## src/veq_defs.svh

```systemverilog
// Offsets, field positions, reset values and timing for the pin control block
// Assumes a 250 MHz system clock and a 32-bit APB register bus
`ifndef VEQ_DEFS_SVH
`define VEQ_DEFS_SVH

// ----------------------------------------
// Register offsets (byte addresses)
// ----------------------------------------
`define VEQ_ADDR_W 8
`define VEQ_OFS_CTRL 8'h00
`define VEQ_OFS_STATUS 8'h04
`define VEQ_OFS_IRQ_STAT 8'h08
`define VEQ_OFS_IRQ_MASK 8'h0C

// ----------------------------------------
// Control fields
// ----------------------------------------
`define VEQ_CTRL_COLOR_OVR 0
`define VEQ_CTRL_POL_OVR 1
`define VEQ_CTRL_STANDALONE 2
`define VEQ_CTRL_REACQ 3
`define VEQ_CTRL_RESET 3'h4

// ----------------------------------------
// Status fields
// ----------------------------------------
`define VEQ_ST_LOCK 0
`define VEQ_ST_COLOR 1
`define VEQ_ST_INVERT 2
`define VEQ_ST_FREEZE 3
`define VEQ_ST_EQ_OFF 4
`define VEQ_ST_STATE_LO 5

// ----------------------------------------
// Interrupt fields
// ----------------------------------------
`define VEQ_IRQ_W 4
`define VEQ_IRQ_LOCK_GAIN 0
`define VEQ_IRQ_LOCK_LOSS 1
`define VEQ_IRQ_REACQ 2
`define VEQ_IRQ_POL_CHG 3
`define VEQ_IRQ_MASK_RESET 4'h0

// ----------------------------------------
// Timing
// ----------------------------------------
`define VEQ_CLK_MHZ 250
`define VEQ_SETTLE_US 10
`define VEQ_TOGGLE_WIN_US 1000
`define VEQ_ECHO_HOLDOFF 3

`endif

```

## src/veq_pkg.sv

```systemverilog
// Types shared by the pin control block
// Assumes nothing beyond a SystemVerilog compiler
package veq_pkg;

  typedef enum logic [1:0]
  {
    VEQ_DISABLED,
    VEQ_ACQUIRE,
    VEQ_SETTLE,
    VEQ_LOCK_STATUS
  } veq_state_t;

  typedef logic [31:0] veq_word_t;

endpackage

```

## src/veq_sync_if.sv

```systemverilog
// Raw and synchronised control levels between the top and its synchroniser
// Assumes both ends run on the same clock
`timescale 1ns/1ps

interface veq_sync_if #(parameter int W = 4);
  logic [W-1:0] raw;
  logic [W-1:0] sync;
  modport src (output raw, input sync);
  modport sink (input raw, output sync);
endinterface

```

## src/veq_sync.sv

```systemverilog
// Two-stage synchroniser for a bundle of control levels
// Assumes levels that change slowly against the clock
`timescale 1ns/1ps

module veq_sync #(
  parameter int W = 4
) (
  input wire logic clk,
  input wire logic rst,
  input wire logic ce,
  veq_sync_if.sink port
);

  logic [W-1:0] meta_r;
  logic [W-1:0] sync_r;

  // First stage feeds only the second stage
  always_ff @(posedge clk or posedge rst)
  begin
    if (rst)
    begin
      meta_r <= '0;
      sync_r <= '0;
    end
    else if (ce)
    begin
      meta_r <= port.raw;
      sync_r <= meta_r;
    end
  end

  assign port.sync = sync_r;

endmodule // veq_sync

```

## src/veq_ctrl.sv

```systemverilog
// Digital control and status pin logic around an adaptive cable equalizer
// Assumes a 250 MHz clock, an APB master, and analog status on plain inputs
//
// Summary of operation
// - Disable input low runs, high disables equalizer
// - Burst pin shows 1 colour, 0 monochrome
// - Driven burst pin forces colour or monochrome
// - Undriven burst and polarity pins show status
// - Polarity pin shows 0 nominal, 1 inverted
// - Driven polarity pin decides signal inversion
// - Stand-alone polarity pin double toggle reacquires
// - Lock high only when equalized and settled, or when frozen after lock with the signal present
// - Freeze high holds equalizer state unchanged, except in a cycle where a reacquire is issued
//
// Implementation choices: the APB register port and the placing of the registers.
`timescale 1ns/1ps
`include "veq_defs.svh"

module veq_ctrl #(
  parameter int TOGGLE_WIN_CYC = `VEQ_TOGGLE_WIN_US * `VEQ_CLK_MHZ
) (
  input wire logic CLK_IN,
  input wire logic SYS_RST_IN,
  input wire logic CLK_EN_IN,
  input wire logic PSEL_IN,
  input wire logic PENABLE_IN,
  input wire logic PWRITE_IN,
  input wire logic [31:0] PADDR_IN,
  input wire veq_pkg::veq_word_t PWDATA_IN,
  output veq_pkg::veq_word_t PRDATA_OUT,
  output logic PREADY_OUT,
  output logic PSLVERR_OUT,
  output logic IRQ_OUT,
  input wire logic EQUALIZER_OFF_IN,
  input wire logic FREEZE_IN,
  input wire logic COLOR_PIN_IN,
  output logic COLOR_PIN_OUT,
  output logic COLOR_PIN_OE_OUT,
  input wire logic POL_PIN_IN,
  output logic POL_PIN_OUT,
  output logic POL_PIN_OE_OUT,
  output logic LOCK_STATUS_OUT,
  input wire logic SIG_PRESENT_IN,
  input wire logic EQ_SETTLED_IN,
  input wire logic BURST_DET_IN,
  input wire logic INVERT_DET_IN,
  output logic EQ_ENABLE_OUT,
  output logic EQ_HOLD_OUT,
  output logic EQ_REACQ_OUT,
  output logic COLOR_MODE_OUT,
  output logic INVERT_PATH_OUT
);
  import veq_pkg::*;

  // ----------------------------------------
  // Timing
  // ----------------------------------------
  localparam int SETTLE_CYC = `VEQ_SETTLE_US * `VEQ_CLK_MHZ;
  localparam int SET_W = $clog2(SETTLE_CYC + 1);
  localparam int WIN_W = $clog2(TOGGLE_WIN_CYC + 1);

  // ----------------------------------------
  // Input synchronisers
  // ----------------------------------------
  veq_sync_if #(.W(4)) sync_bus ();

  assign sync_bus.raw = {POL_PIN_IN, COLOR_PIN_IN, FREEZE_IN,
                         EQUALIZER_OFF_IN};

  veq_sync #(
    .W(4)
  ) u_sync (
    .clk(CLK_IN),
    .rst(SYS_RST_IN),
    .ce(CLK_EN_IN),
    .port(sync_bus.sink)
  );

  logic eq_off_s;
  logic freeze_s;
  logic color_s;
  logic pol_s;

  assign eq_off_s = sync_bus.sync[0];
  assign freeze_s = sync_bus.sync[1];
  assign color_s = sync_bus.sync[2];
  assign pol_s = sync_bus.sync[3];

  // ----------------------------------------
  // Registers
  // ----------------------------------------
  logic [2:0] ctrl_r;
  logic [`VEQ_IRQ_W-1:0] irq_stat_r;
  logic [`VEQ_IRQ_W-1:0] irq_mask_r;
  logic [`VEQ_IRQ_W-1:0] irq_event;
  veq_state_t state_r;
  veq_state_t state_nxt;
  logic [SET_W-1:0] settle_cnt_r;
  logic lock_r;
  logic sw_reacq;
  logic pin_reacq;
  logic reacq;
  logic color_ovr;
  logic pol_ovr;
  logic standalone;

  assign color_ovr = ctrl_r[`VEQ_CTRL_COLOR_OVR];
  assign pol_ovr = ctrl_r[`VEQ_CTRL_POL_OVR];
  assign standalone = ctrl_r[`VEQ_CTRL_STANDALONE];

  // ----------------------------------------
  // APB slave
  // ----------------------------------------
  logic [`VEQ_ADDR_W-1:0] addr;
  logic access;
  logic done;
  logic wr_done;
  logic rd_done;
  logic mapped;
  veq_word_t rd_mux;

  assign addr = PADDR_IN[`VEQ_ADDR_W-1:0];
  assign access = PSEL_IN && PENABLE_IN;
  assign done = access && PREADY_OUT;
  assign wr_done = done && PWRITE_IN && !PSLVERR_OUT;
  assign rd_done = done && !PWRITE_IN && !PSLVERR_OUT;
  assign mapped = (PADDR_IN[31:`VEQ_ADDR_W] == '0) &&
                  ((addr == `VEQ_OFS_CTRL) ||
                   (addr == `VEQ_OFS_STATUS) ||
                   (addr == `VEQ_OFS_IRQ_STAT) ||
                   (addr == `VEQ_OFS_IRQ_MASK));

  always_comb
  begin
    rd_mux = '0;
    case (addr)
      `VEQ_OFS_CTRL:
      begin
        rd_mux[2:0] = ctrl_r;
      end
      `VEQ_OFS_STATUS:
      begin
        rd_mux[`VEQ_ST_LOCK] = lock_r;
        rd_mux[`VEQ_ST_COLOR] = COLOR_MODE_OUT;
        rd_mux[`VEQ_ST_INVERT] = INVERT_PATH_OUT;
        rd_mux[`VEQ_ST_FREEZE] = freeze_s;
        rd_mux[`VEQ_ST_EQ_OFF] = eq_off_s;
        rd_mux[`VEQ_ST_STATE_LO +: 2] = state_r;
      end
      `VEQ_OFS_IRQ_STAT:
      begin
        rd_mux[`VEQ_IRQ_W-1:0] = irq_stat_r;
      end
      `VEQ_OFS_IRQ_MASK:
      begin
        rd_mux[`VEQ_IRQ_W-1:0] = irq_mask_r;
      end
      default:
      begin
        rd_mux = '0;
      end
    endcase
  end

  // One wait state: ready is raised in the second access cycle
  always_ff @(posedge CLK_IN or posedge SYS_RST_IN)
  begin
    if (SYS_RST_IN)
    begin
      PREADY_OUT <= 1'b0;
      PSLVERR_OUT <= 1'b0;
      PRDATA_OUT <= '0;
    end
    else if (CLK_EN_IN)
    begin
      if (access && !PREADY_OUT)
      begin
        PREADY_OUT <= 1'b1;
        PSLVERR_OUT <= !mapped;
        PRDATA_OUT <= mapped && !PWRITE_IN ? rd_mux : '0;
      end
      else
      begin
        PREADY_OUT <= 1'b0;
        PSLVERR_OUT <= 1'b0;
      end
    end
  end

  always_ff @(posedge CLK_IN or posedge SYS_RST_IN)
  begin
    if (SYS_RST_IN)
    begin
      ctrl_r <= `VEQ_CTRL_RESET;
    end
    else if (CLK_EN_IN && wr_done && addr == `VEQ_OFS_CTRL)
    begin
      ctrl_r <= PWDATA_IN[2:0];
    end
  end

  // Reacquire bit is write-one, it never stores
  assign sw_reacq = wr_done && addr == `VEQ_OFS_CTRL &&
                    PWDATA_IN[`VEQ_CTRL_REACQ];

  always_ff @(posedge CLK_IN or posedge SYS_RST_IN)
  begin
    if (SYS_RST_IN)
    begin
      irq_mask_r <= `VEQ_IRQ_MASK_RESET;
    end
    else if (CLK_EN_IN && wr_done && addr == `VEQ_OFS_IRQ_MASK)
    begin
      irq_mask_r <= PWDATA_IN[`VEQ_IRQ_W-1:0];
    end
  end

  // ----------------------------------------
  // Interrupts
  // ----------------------------------------
  // Read clears only the bits it returned, so a late event is not lost
  always_ff @(posedge CLK_IN or posedge SYS_RST_IN)
  begin
    if (SYS_RST_IN)
    begin
      irq_stat_r <= '0;
    end
    else if (CLK_EN_IN)
    begin
      if (rd_done && addr == `VEQ_OFS_IRQ_STAT)
      begin
        irq_stat_r <= (irq_stat_r & ~PRDATA_OUT[`VEQ_IRQ_W-1:0]) | irq_event;
      end
      else
      begin
        irq_stat_r <= irq_stat_r | irq_event;
      end
    end
  end

  always_ff @(posedge CLK_IN or posedge SYS_RST_IN)
  begin
    if (SYS_RST_IN)
    begin
      IRQ_OUT <= 1'b0;
    end
    else if (CLK_EN_IN)
    begin
      IRQ_OUT <= |((irq_stat_r | irq_event) & irq_mask_r);
    end
  end

  // ----------------------------------------
  // Polarity pin toggle detector
  // ----------------------------------------
  // Own drive echoes back on the pin; edges right after it are ignored
  logic pol_prev_r;
  logic [1:0] echo_cnt_r;
  logic [WIN_W-1:0] win_cnt_r;
  logic first_edge_r;
  logic pol_edge;

  assign pol_edge = (pol_s != pol_prev_r) && (echo_cnt_r == 2'h0);
  assign pin_reacq = standalone && pol_edge && first_edge_r;

  always_ff @(posedge CLK_IN or posedge SYS_RST_IN)
  begin
    if (SYS_RST_IN)
    begin
      pol_prev_r <= 1'b0;
      echo_cnt_r <= 2'h0;
    end
    else if (CLK_EN_IN)
    begin
      pol_prev_r <= pol_s;
      if (POL_PIN_OE_OUT && POL_PIN_OUT != INVERT_DET_IN)
      begin
        echo_cnt_r <= 2'(`VEQ_ECHO_HOLDOFF);
      end
      else if (echo_cnt_r != 2'h0)
      begin
        echo_cnt_r <= echo_cnt_r - 2'h1;
      end
    end
  end

  // Second edge inside the window completes a double toggle
  always_ff @(posedge CLK_IN or posedge SYS_RST_IN)
  begin
    if (SYS_RST_IN)
    begin
      first_edge_r <= 1'b0;
      win_cnt_r <= '0;
    end
    else if (CLK_EN_IN)
    begin
      if (!standalone || pin_reacq)
      begin
        first_edge_r <= 1'b0;
        win_cnt_r <= '0;
      end
      else if (pol_edge)
      begin
        first_edge_r <= 1'b1;
        win_cnt_r <= WIN_W'(TOGGLE_WIN_CYC);
      end
      else if (first_edge_r)
      begin
        win_cnt_r <= win_cnt_r - 1'b1;
        if (win_cnt_r == WIN_W'(1))
        begin
          first_edge_r <= 1'b0;
        end
      end
    end
  end

  assign reacq = sw_reacq || pin_reacq;

  // ----------------------------------------
  // Acquisition state machine
  // ----------------------------------------
  always_comb
  begin
    state_nxt = state_r;
    case (state_r)
      VEQ_DISABLED:
      begin
        if (!eq_off_s)
        begin
          state_nxt = VEQ_ACQUIRE;
        end
      end
      VEQ_ACQUIRE:
      begin
        if (SIG_PRESENT_IN && EQ_SETTLED_IN)
        begin
          state_nxt = VEQ_SETTLE;
        end
      end
      VEQ_SETTLE:
      begin
        if (!SIG_PRESENT_IN || !EQ_SETTLED_IN)
        begin
          state_nxt = VEQ_ACQUIRE;
        end
        else if (settle_cnt_r == SET_W'(SETTLE_CYC - 1))
        begin
          state_nxt = VEQ_LOCK_STATUS;
        end
      end
      VEQ_LOCK_STATUS:
      begin
        // Frozen loop keeps its lock while the signal stays present
        if (!SIG_PRESENT_IN || (!EQ_SETTLED_IN && !freeze_s))
        begin
          state_nxt = VEQ_ACQUIRE;
        end
      end
      default:
      begin
        state_nxt = VEQ_ACQUIRE;
      end
    endcase
    if (eq_off_s)
    begin
      state_nxt = VEQ_DISABLED;
    end
    else if (reacq)
    begin
      state_nxt = VEQ_ACQUIRE;
    end
  end

  always_ff @(posedge CLK_IN or posedge SYS_RST_IN)
  begin
    if (SYS_RST_IN)
    begin
      state_r <= VEQ_ACQUIRE;
    end
    else if (CLK_EN_IN)
    begin
      state_r <= state_nxt;
    end
  end

  always_ff @(posedge CLK_IN or posedge SYS_RST_IN)
  begin
    if (SYS_RST_IN)
    begin
      settle_cnt_r <= '0;
    end
    else if (CLK_EN_IN)
    begin
      if (state_r == VEQ_SETTLE && state_nxt == VEQ_SETTLE)
      begin
        settle_cnt_r <= settle_cnt_r + 1'b1;
      end
      else
      begin
        settle_cnt_r <= '0;
      end
    end
  end

  // ----------------------------------------
  // Analog controls and status pins
  // ----------------------------------------
  logic lock_nxt;

  assign lock_nxt = state_nxt == VEQ_LOCK_STATUS && SIG_PRESENT_IN;

  always_ff @(posedge CLK_IN or posedge SYS_RST_IN)
  begin
    if (SYS_RST_IN)
    begin
      lock_r <= 1'b0;
      LOCK_STATUS_OUT <= 1'b0;
    end
    else if (CLK_EN_IN)
    begin
      lock_r <= lock_nxt;
      LOCK_STATUS_OUT <= lock_nxt;
    end
  end

  // Lock and burst status are only as good as the detectors; the loop
  // itself never waits on them
  always_ff @(posedge CLK_IN or posedge SYS_RST_IN)
  begin
    if (SYS_RST_IN)
    begin
      EQ_ENABLE_OUT <= 1'b0;
      EQ_HOLD_OUT <= 1'b0;
      EQ_REACQ_OUT <= 1'b0;
    end
    else if (CLK_EN_IN)
    begin
      EQ_ENABLE_OUT <= !eq_off_s;
      EQ_HOLD_OUT <= freeze_s && !reacq;
      EQ_REACQ_OUT <= reacq && !eq_off_s;
    end
  end

  always_ff @(posedge CLK_IN or posedge SYS_RST_IN)
  begin
    if (SYS_RST_IN)
    begin
      COLOR_MODE_OUT <= 1'b0;
      INVERT_PATH_OUT <= 1'b0;
    end
    else if (CLK_EN_IN)
    begin
      COLOR_MODE_OUT <= color_ovr ? color_s : BURST_DET_IN;
      INVERT_PATH_OUT <= pol_ovr ? pol_s : INVERT_DET_IN;
    end
  end

  // Each pin is released while its override bit in the control register is set
  always_ff @(posedge CLK_IN or posedge SYS_RST_IN)
  begin
    if (SYS_RST_IN)
    begin
      COLOR_PIN_OUT <= 1'b0;
      COLOR_PIN_OE_OUT <= 1'b0;
      POL_PIN_OUT <= 1'b0;
      POL_PIN_OE_OUT <= 1'b0;
    end
    else if (CLK_EN_IN)
    begin
      COLOR_PIN_OUT <= BURST_DET_IN;
      COLOR_PIN_OE_OUT <= !color_ovr;
      POL_PIN_OUT <= INVERT_DET_IN;
      POL_PIN_OE_OUT <= !pol_ovr;
    end
  end

  // ----------------------------------------
  // Event capture
  // ----------------------------------------
  logic inv_prev_r;

  always_ff @(posedge CLK_IN or posedge SYS_RST_IN)
  begin
    if (SYS_RST_IN)
    begin
      inv_prev_r <= 1'b0;
    end
    else if (CLK_EN_IN)
    begin
      inv_prev_r <= INVERT_PATH_OUT;
    end
  end

  always_comb
  begin
    irq_event = '0;
    irq_event[`VEQ_IRQ_LOCK_GAIN] = lock_nxt && !lock_r;
    irq_event[`VEQ_IRQ_LOCK_LOSS] = !lock_nxt && lock_r;
    irq_event[`VEQ_IRQ_REACQ] = reacq;
    irq_event[`VEQ_IRQ_POL_CHG] = INVERT_PATH_OUT != inv_prev_r;
  end

endmodule // veq_ctrl

```

## config.mk

```make
export PLATFORM = sky130hd
export DESIGN_NAME = veq_ctrl
export DESIGN_NICKNAME = d
export VERILOG_FILES = /design/src/veq_pkg.sv /design/src/veq_sync_if.sv /design/src/veq_sync.sv /design/src/veq_ctrl.sv
export VERILOG_INCLUDE_DIRS = /design/src
export SDC_FILE = /design/constraint.sdc
export NUM_CORES = 1
export LEC_CHECK = 0
export ABC_AREA = 1
export BUFFER_PORTS_ARGS = -buffer_cell sky130_fd_sc_hd__buf_2
export CAP_MARGIN = 20
export CELL_PAD_IN_SITES_DETAIL_PLACEMENT = 1
export CELL_PAD_IN_SITES_GLOBAL_PLACEMENT = 2
export CORE_MARGIN = 2
export CORE_UTILIZATION = 30
export CTS_BUF_LIST = sky130_fd_sc_hd__clkbuf_8
export CTS_CLUSTER_DIAMETER = 100
export DETAILED_ROUTE_END_ITERATION = 10
export MAX_ROUTING_LAYER = met4
export PLACE_DENSITY = 0.81
export SLEW_MARGIN = 20
export SYNTH_ARGS = -nofsm -noshare
export SYNTH_HDL_FRONTEND = slang
export SYNTH_HIERARCHICAL = 1
export SYNTH_SLANG_ARGS = --single-unit
```

## constraint.sdc

```tcl
create_clock -name CLK_IN -period 2.75 [get_ports CLK_IN]
set_clock_uncertainty 0.2 [all_clocks]
set_input_delay 0.55 -clock CLK_IN [delete_from_list [all_inputs] [get_ports CLK_IN]]
set_output_delay 0.55 -clock CLK_IN [all_outputs]
set_load 0.02 [all_outputs]
```

* Word-level counts from Yosys, hierarchy flattened
Index checks and enable logic that the tools add are counted.
** Word-level totals
- Register bits after elaboration :: 101
- Input bits :: 78
- Word-level logic and storage cells :: 132
- Output and inout bits :: 45
** Cells by class
- Reductions and logical operators :: 59
- Eq/ne operators :: 13
- $add $sub $neg :: 3
- Multiplexer cells :: 26
- Bitwise gates (word level) :: 5
** Operators with widths (number)
- two-way mux 18 bit :: 3
- logical AND 1 bit :: 27
- logical NOT 24 bit :: 1
- == test 18 x 1 -> 1 bit (second input constant) :: 1
- subtractor 18 x 1 -> 18 bit (second input constant) :: 1
- == test 8 x 4 -> 1 bit (second input constant) :: 2
- two-way mux 2 bit :: 8
- logical NOT 1 bit :: 14
- adder 12 x 1 -> 12 bit (second input constant) :: 1
- == test 12 bit (second input constant) :: 1
- two-way mux 12 bit :: 1
- one-hot mux 3 bit (4 select lines) :: 1
- AND 4 bit :: 2
- == test 2 bit (second input constant) :: 4
- == test 8 x 3 -> 1 bit (second input constant) :: 1
- logical NOT 8 bit :: 1
- two-way mux 1 bit :: 8
- OR 4 bit :: 2
- one-hot mux 2 bit (4 select lines) :: 1
- logical OR 1 bit :: 7
- two-way mux 7 bit :: 1
- AND reduction 2 bit :: 3
- logical NOT 2 bit :: 2
- two-way mux 4 bit :: 1
- 9 further kinds :: 12

* Longest topological paths before layout
- Depth in word-level cells :: 16
- Gate-level depth with buffers :: 14
- Gate-level depth less buffers :: 14

* Modules after synthesis
The synthesis kept the hierarchy.
** Modules (own cells, without submodules)
- veq_ctrl :: instances 1, area an instance 3950.0 um^2, cells an instance 490, sequential area each 1704.1 um^2
- veq_sync :: instances 1, area an instance 309.0 um^2, cells an instance 35, sequential area each 200.2 um^2

* Least setup slack after synthesis
Ideal clock, no wire load.
- Path type :: input to register
- Start point :: input CLK_EN_IN
- End point :: register irq_mask_r[3]
- Setup time :: 0.128 ns
- Path buffers :: 1
- Setup slack :: 0.903 ns
- Cell stages on the path :: 5
- Required time :: 2.422 ns
- Arrival time :: 1.519 ns
- Cell sequence :: buf_4 > inv_2 > nor4_2 > nand2_1 > mux2_1
** On the way
- Cells in the longest elaborated chain, start to end :: 2
** Ends and longest elaborated chain
- start: declaration :: RTL line veq_ctrl.sv:24 : input wire logic CLK_EN_IN,
- logical AND 1 bit :: RTL line veq_ctrl.sv:212 : else if (CLK_EN_IN && wr_done && addr == `VEQ_OFS_IRQ_MASK)
- logical AND 1 bit (no line)
- end signal: assignment :: RTL line veq_ctrl.sv:210 : irq_mask_r <= `VEQ_IRQ_MASK_RESET;
- end signal: assignment :: RTL line veq_ctrl.sv:214 : irq_mask_r <= PWDATA_IN[`VEQ_IRQ_W-1:0];
- end: declaration :: RTL line veq_ctrl.sv:94 : logic [`VEQ_IRQ_W-1:0] irq_mask_r;
Every way passes these cells.
A chain may end at the register's enable or synchronous reset.

* Final worst setup path
- Start point :: register echo_cnt_r[0]
- End point :: register win_cnt_r[10]
** On the way
- Cells in the longest elaborated chain, start to end :: 7
- Elaborated cells between the ends (all ways) :: 9
- Those cells by class :: mux: 2; reduce/logical: 7
** Ends and longest elaborated chain
- start: declaration :: RTL line veq_ctrl.sv:258 : logic [1:0] echo_cnt_r;
- start signal: assignment :: RTL line veq_ctrl.sv:278 : echo_cnt_r <= 2'(`VEQ_ECHO_HOLDOFF);
- start signal: assignment :: RTL line veq_ctrl.sv:282 : echo_cnt_r <= echo_cnt_r - 2'h1;
- logical NOT 2 bit * :: RTL line veq_ctrl.sv:263 : assign pol_edge = (pol_s != pol_prev_r) && (echo_cnt_r == 2'h0);
- logical AND 1 bit * :: RTL line veq_ctrl.sv:263
- logical AND 1 bit (2 in series) :: RTL line veq_ctrl.sv:264 : assign pin_reacq = standalone && pol_edge && first_edge_r;
- logical OR 1 bit :: RTL line veq_ctrl.sv:297 : if (!standalone || pin_reacq)
- nonzero test 3 bit (no line)
- AND reduction 2 bit (no line)
- end signal: assignment :: RTL line veq_ctrl.sv:305 : win_cnt_r <= WIN_W'(TOGGLE_WIN_CYC);
- end signal: assignment :: RTL line veq_ctrl.sv:309 : win_cnt_r <= win_cnt_r - 1'b1;
- end: declaration :: RTL line veq_ctrl.sv:259 : logic [WIN_W-1:0] win_cnt_r;
Mark *: on every way between the ends. The rest lies on a longest branch, timed or not.

==> results.sh <==
export IMPL_met2_length_um=5370
export IMPL_p_leak_nw=2.41
export IMPL_worstSetupEndpoint="win_cnt_r[10]$_DFFE_PP0P_"
export IMPL_grt_pass1_vias=3854
export IMPL_die_w_um=123
export IMPL_synth_top_area_share_pct=43.5
export IMPL_grt_pass1_wl_um=18700
export IMPL_hold_ws_ns=0.187
export IMPL_viasPerCell=4.61
export IMPL_cp_depth=13
export IMPL_setup_tns_final_ns=0
export IMPL_crit_buf_inv=3
export IMPL_initial_core_util_pct=30.7
export IMPL_synth_xor_area_share_pct=2.47
export IMPL_r2r_end="win_cnt_r[10]$_DFFE_PP0P_"
export IMPL_timing_fmax_ghz=0.471
export IMPL_cp_required_ns=2.86
export IMPL_synth_top_family_by_area="simple AND/OR/NAND/NOR gates"
export IMPL_period_needed_ns=2.12
export IMPL_startpoint="echo_cnt_r[0]$_DFFE_PP0P_"
export IMPL_fin_nets=685
export IMPL_slowest_delay_ns=0.39
export IMPL_synth_largest_area_cell="dfrtp_1"
export IMPL_finalCritPeriodShare_pct=77.2
export IMPL_grt_usage_pct=16.4
export IMPL_postCtsSetupBuffers=0
export IMPL_hp_start="POL_PIN_IN"
export IMPL_nFillCells=1700
export IMPL_setup_violations=0
export IMPL_start_kind="register"
export IMPL_rr_startpoint="echo_cnt_r[0]$_DFFE_PP0P_"
export IMPL_synth_compound_area_share_pct=11.0
export IMPL_antenna_found_initial=0
export IMPL_hold_buffers=1
export IMPL_htreeDepth=3
export IMPL_outcome="complete, no violations"
export IMPL_worstRegToRegCells=13
export IMPL_cts_buffer_depth=2
export IMPL_drt_wl_total_um=11200
export IMPL_postCtsResizedCells=0
export IMPL_synth_seq_cells=76
export IMPL_synth_area_mux_share_pct=0.264
export IMPL_clk_transition_reported_paths_ns=0.08
export IMPL_layout_commonest_cell="nand2_1"
export IMPL_coreArea_mm2=0.0139
export IMPL_wl_per_cell_um=14.2
export IMPL_rrSetupSlack_ns=0.63
export IMPL_gp_congestion=0.847
export IMPL_ys_seq_area_share_pct=44.7
export IMPL_io_pins=123
export IMPL_wl_met3_um=494
export IMPL_layout_drive_gt1_share_pct=21.7
export IMPL_cp_max_fo=13
export IMPL_rsz0062_at_grt="false"
export IMPL_die_y_um=123
export IMPL_netlist_area_mm2=0.00426
export IMPL_finalHoldViolations=0
export IMPL_vdd_drop_max_mv=0.289
export IMPL_synth_area_leaders="dfrtp_1 43%, nand2_1 10%, inv_1 6.0%, o21ai_0 5.5%, buf_4 4.6%"
export IMPL_synth_avg_cell_area_um2=8.11
export IMPL_synth_warnings=6
export IMPL_synth_fa_ha_area_share_pct=1.18
export IMPL_clock_root_buffer="clkbuf_8"
export IMPL_drt_pass1_iterations=4
export IMPL_hold_path_class="input port to register"
export IMPL_finalPower_mw=2.64
export IMPL_worst_path_most_repeated_cell="nand2_1"
export IMPL_multi_input_area_mm2=0.00192
export IMPL_maxSlewViolCount=0
export IMPL_drc=0
export IMPL_clk_latency_ns=0.37
export IMPL_antenna_diode_count=0
export IMPL_cts_buffers=9
export IMPL_yosys_cell_types_count=44
export IMPL_crit_path_cell_trace="inv_1 -> ha_1 -> nand2_1 -> nor2_4 -> nor2_4 -> nand2_4 -> nand2_4 -> inv_2 -> nand2_1 -> inv_2 -> nand2_1 -> a21oi_1 -> o21a_1"
export IMPL_regArea_mm2=0.00190
export IMPL_critPathTopFamily="simple AND/OR/NAND/NOR gates"
export IMPL_yosys_area_share_simple_pct=28.0
export IMPL_slowest_stage="dfrtp_1"
export IMPL_tritoncts="yes"
export IMPL_grt_overflow=0
export IMPL_dp_hpwl_um=8730
export IMPL_met1_length_um=5170
export IMPL_grt_max_degree=36
export IMPL_cap_violations=0
export IMPL_via_count=3636
export IMPL_num_rows=43
export IMPL_syn_inst=525
export IMPL_cts_sinks=76
export IMPL_p_per_area_mw_per_mm2=533
export IMPL_die_area_mm2=0.0152
export IMPL_top_layer="met4"
export IMPL_drt_iter0_drc=182
export IMPL_crit_path_end_kind="register"
export IMPL_syn_to_final_growth_pct=16.4
export IMPL_ant_nets=0
export IMPL_critical_path_arrival_ns=2.24
export IMPL_portBuffers=69
export IMPL_crit_type="register to register"
export IMPL_layout_common_cells="114 x nand2_1, 74 x dfrtp_1, 69 x buf_2"
## how the worst min path moves through the flow
stage	slack (ns)	depth (start not counted)	to
floorplan	0.17	1	u_sync/meta_r[0]$_DFFE_PP0P_
global placement	0.26	2	u_sync/meta_r[1]$_DFFE_PP0P_
detailed placement	0.26	2	u_sync/meta_r[2]$_DFFE_PP0P_
CTS	0.17	3	u_sync/meta_r[3]$_DFFE_PP0P_
global route	0.18	3	u_sync/meta_r[2]$_DFFE_PP0P_
finish	0.19	3	u_sync/meta_r[3]$_DFFE_PP0P_
## state kept, by name, summed over array words and instances, names as in the netlist, 3 cells and up
| register | flops |
|---|---|
| u_sync/meta_r | 4 |
| win_cnt_r | 18 |
| ctrl_r | 3 |
| PRDATA_OUT | 7 |
| u_sync/port.sync | 4 |
| settle_cnt_r | 12 |
| irq_mask_r | 4 |
| irq_stat_r | 4 |
## kinds of logic after synthesis
group,count (synthesis)
XOR/XNOR,12
AO/OA/AOI/OAI,88
flip-flops,76
AND/OR/NAND/NOR,233
multiplexers,1
other,1
adder cells (fa/ha/maj),4
buffers and inverters,110
## power by group
part / internal, mW / leakage (nW) / switching [mW] / total (mW)
combinational: 0.164 / 1.32 / 0.340 / 0.504
sequential: 1.19 / 0.987 / 0.0563 / 1.24
clock: 0.463 / 0.107 / 0.434 / 0.897
total: 1.81 / 2.41 / 0.830 / 2.64
## final cells by class
class,count,share of cell area (%)
tap,180,4.54
inverter,77,5.83
sequential,76,38.4
timing repair buffer,76,8.33
clock buffer,11,3.05
clock inverter,5,1.03
multi-input combinational,363,38.8
## through the flow
| stage | setup WS [ns] | instances | util, % | cell area (um^2) |
|---|---|---|---|---|
| 5_1_grt | 0.433 | 788 | 35.7 | 4960 |
| 2_1_floorplan | 0.292 | 549 | - | 4350 |
| 3_5_place_dp | 0.525 | 771 | 34.2 | 4750 |
| 6_report | 0.627 | 788 | 35.7 | 4960 |
| 4_1_cts | 0.610 | 788 | 35.7 | 4960 |
| 3_3_place_gp | 0.552 | 771 | 34.2 | 4750 |
## cells in the mapped netlist (all sizes together)
cell type	number
buf	29
o31ai	1
ha	4
conb	1
nand2	119
nor2	47
o221ai	1
clkbuf	4
mux2	1
nor3	17
o21a	1
xnor2	1
nor4	13
nand3b	2
a221oi	1
o22ai	8
nand3	26
and3	1
a21oi	17
dfrtp	74
or2	2
o211ai	1
nand4	6
o21ai	57
xor2	11
dfstp	2
inv	77
a31oi	1
## worst register-to-register path: cells and delay by family, from the launching register on
| kind | cells | cell delay [ns] |
|---|---|---|
| and+or+nand+nor | 7 | 0.70 |
| DFF | 1 | 0.39 |
| buffers and inverters | 3 | 0.35 |
| AOI/OAI and AO/OA | 2 | 0.28 |
| adders and majority gates | 1 | 0.17 |
## metal layers
| layer | track usage [%] | up-vias |
|---|---|---|
| li1 | - | 1810 |
| met1 | 21.2 | 1748 |
| met2 | 25.9 | 71 |
| met3 | 3.78 | 7 |
| met4 | 4.62 | 0 |
| met5 | - | - |
(Power assumes the default switching activity.)
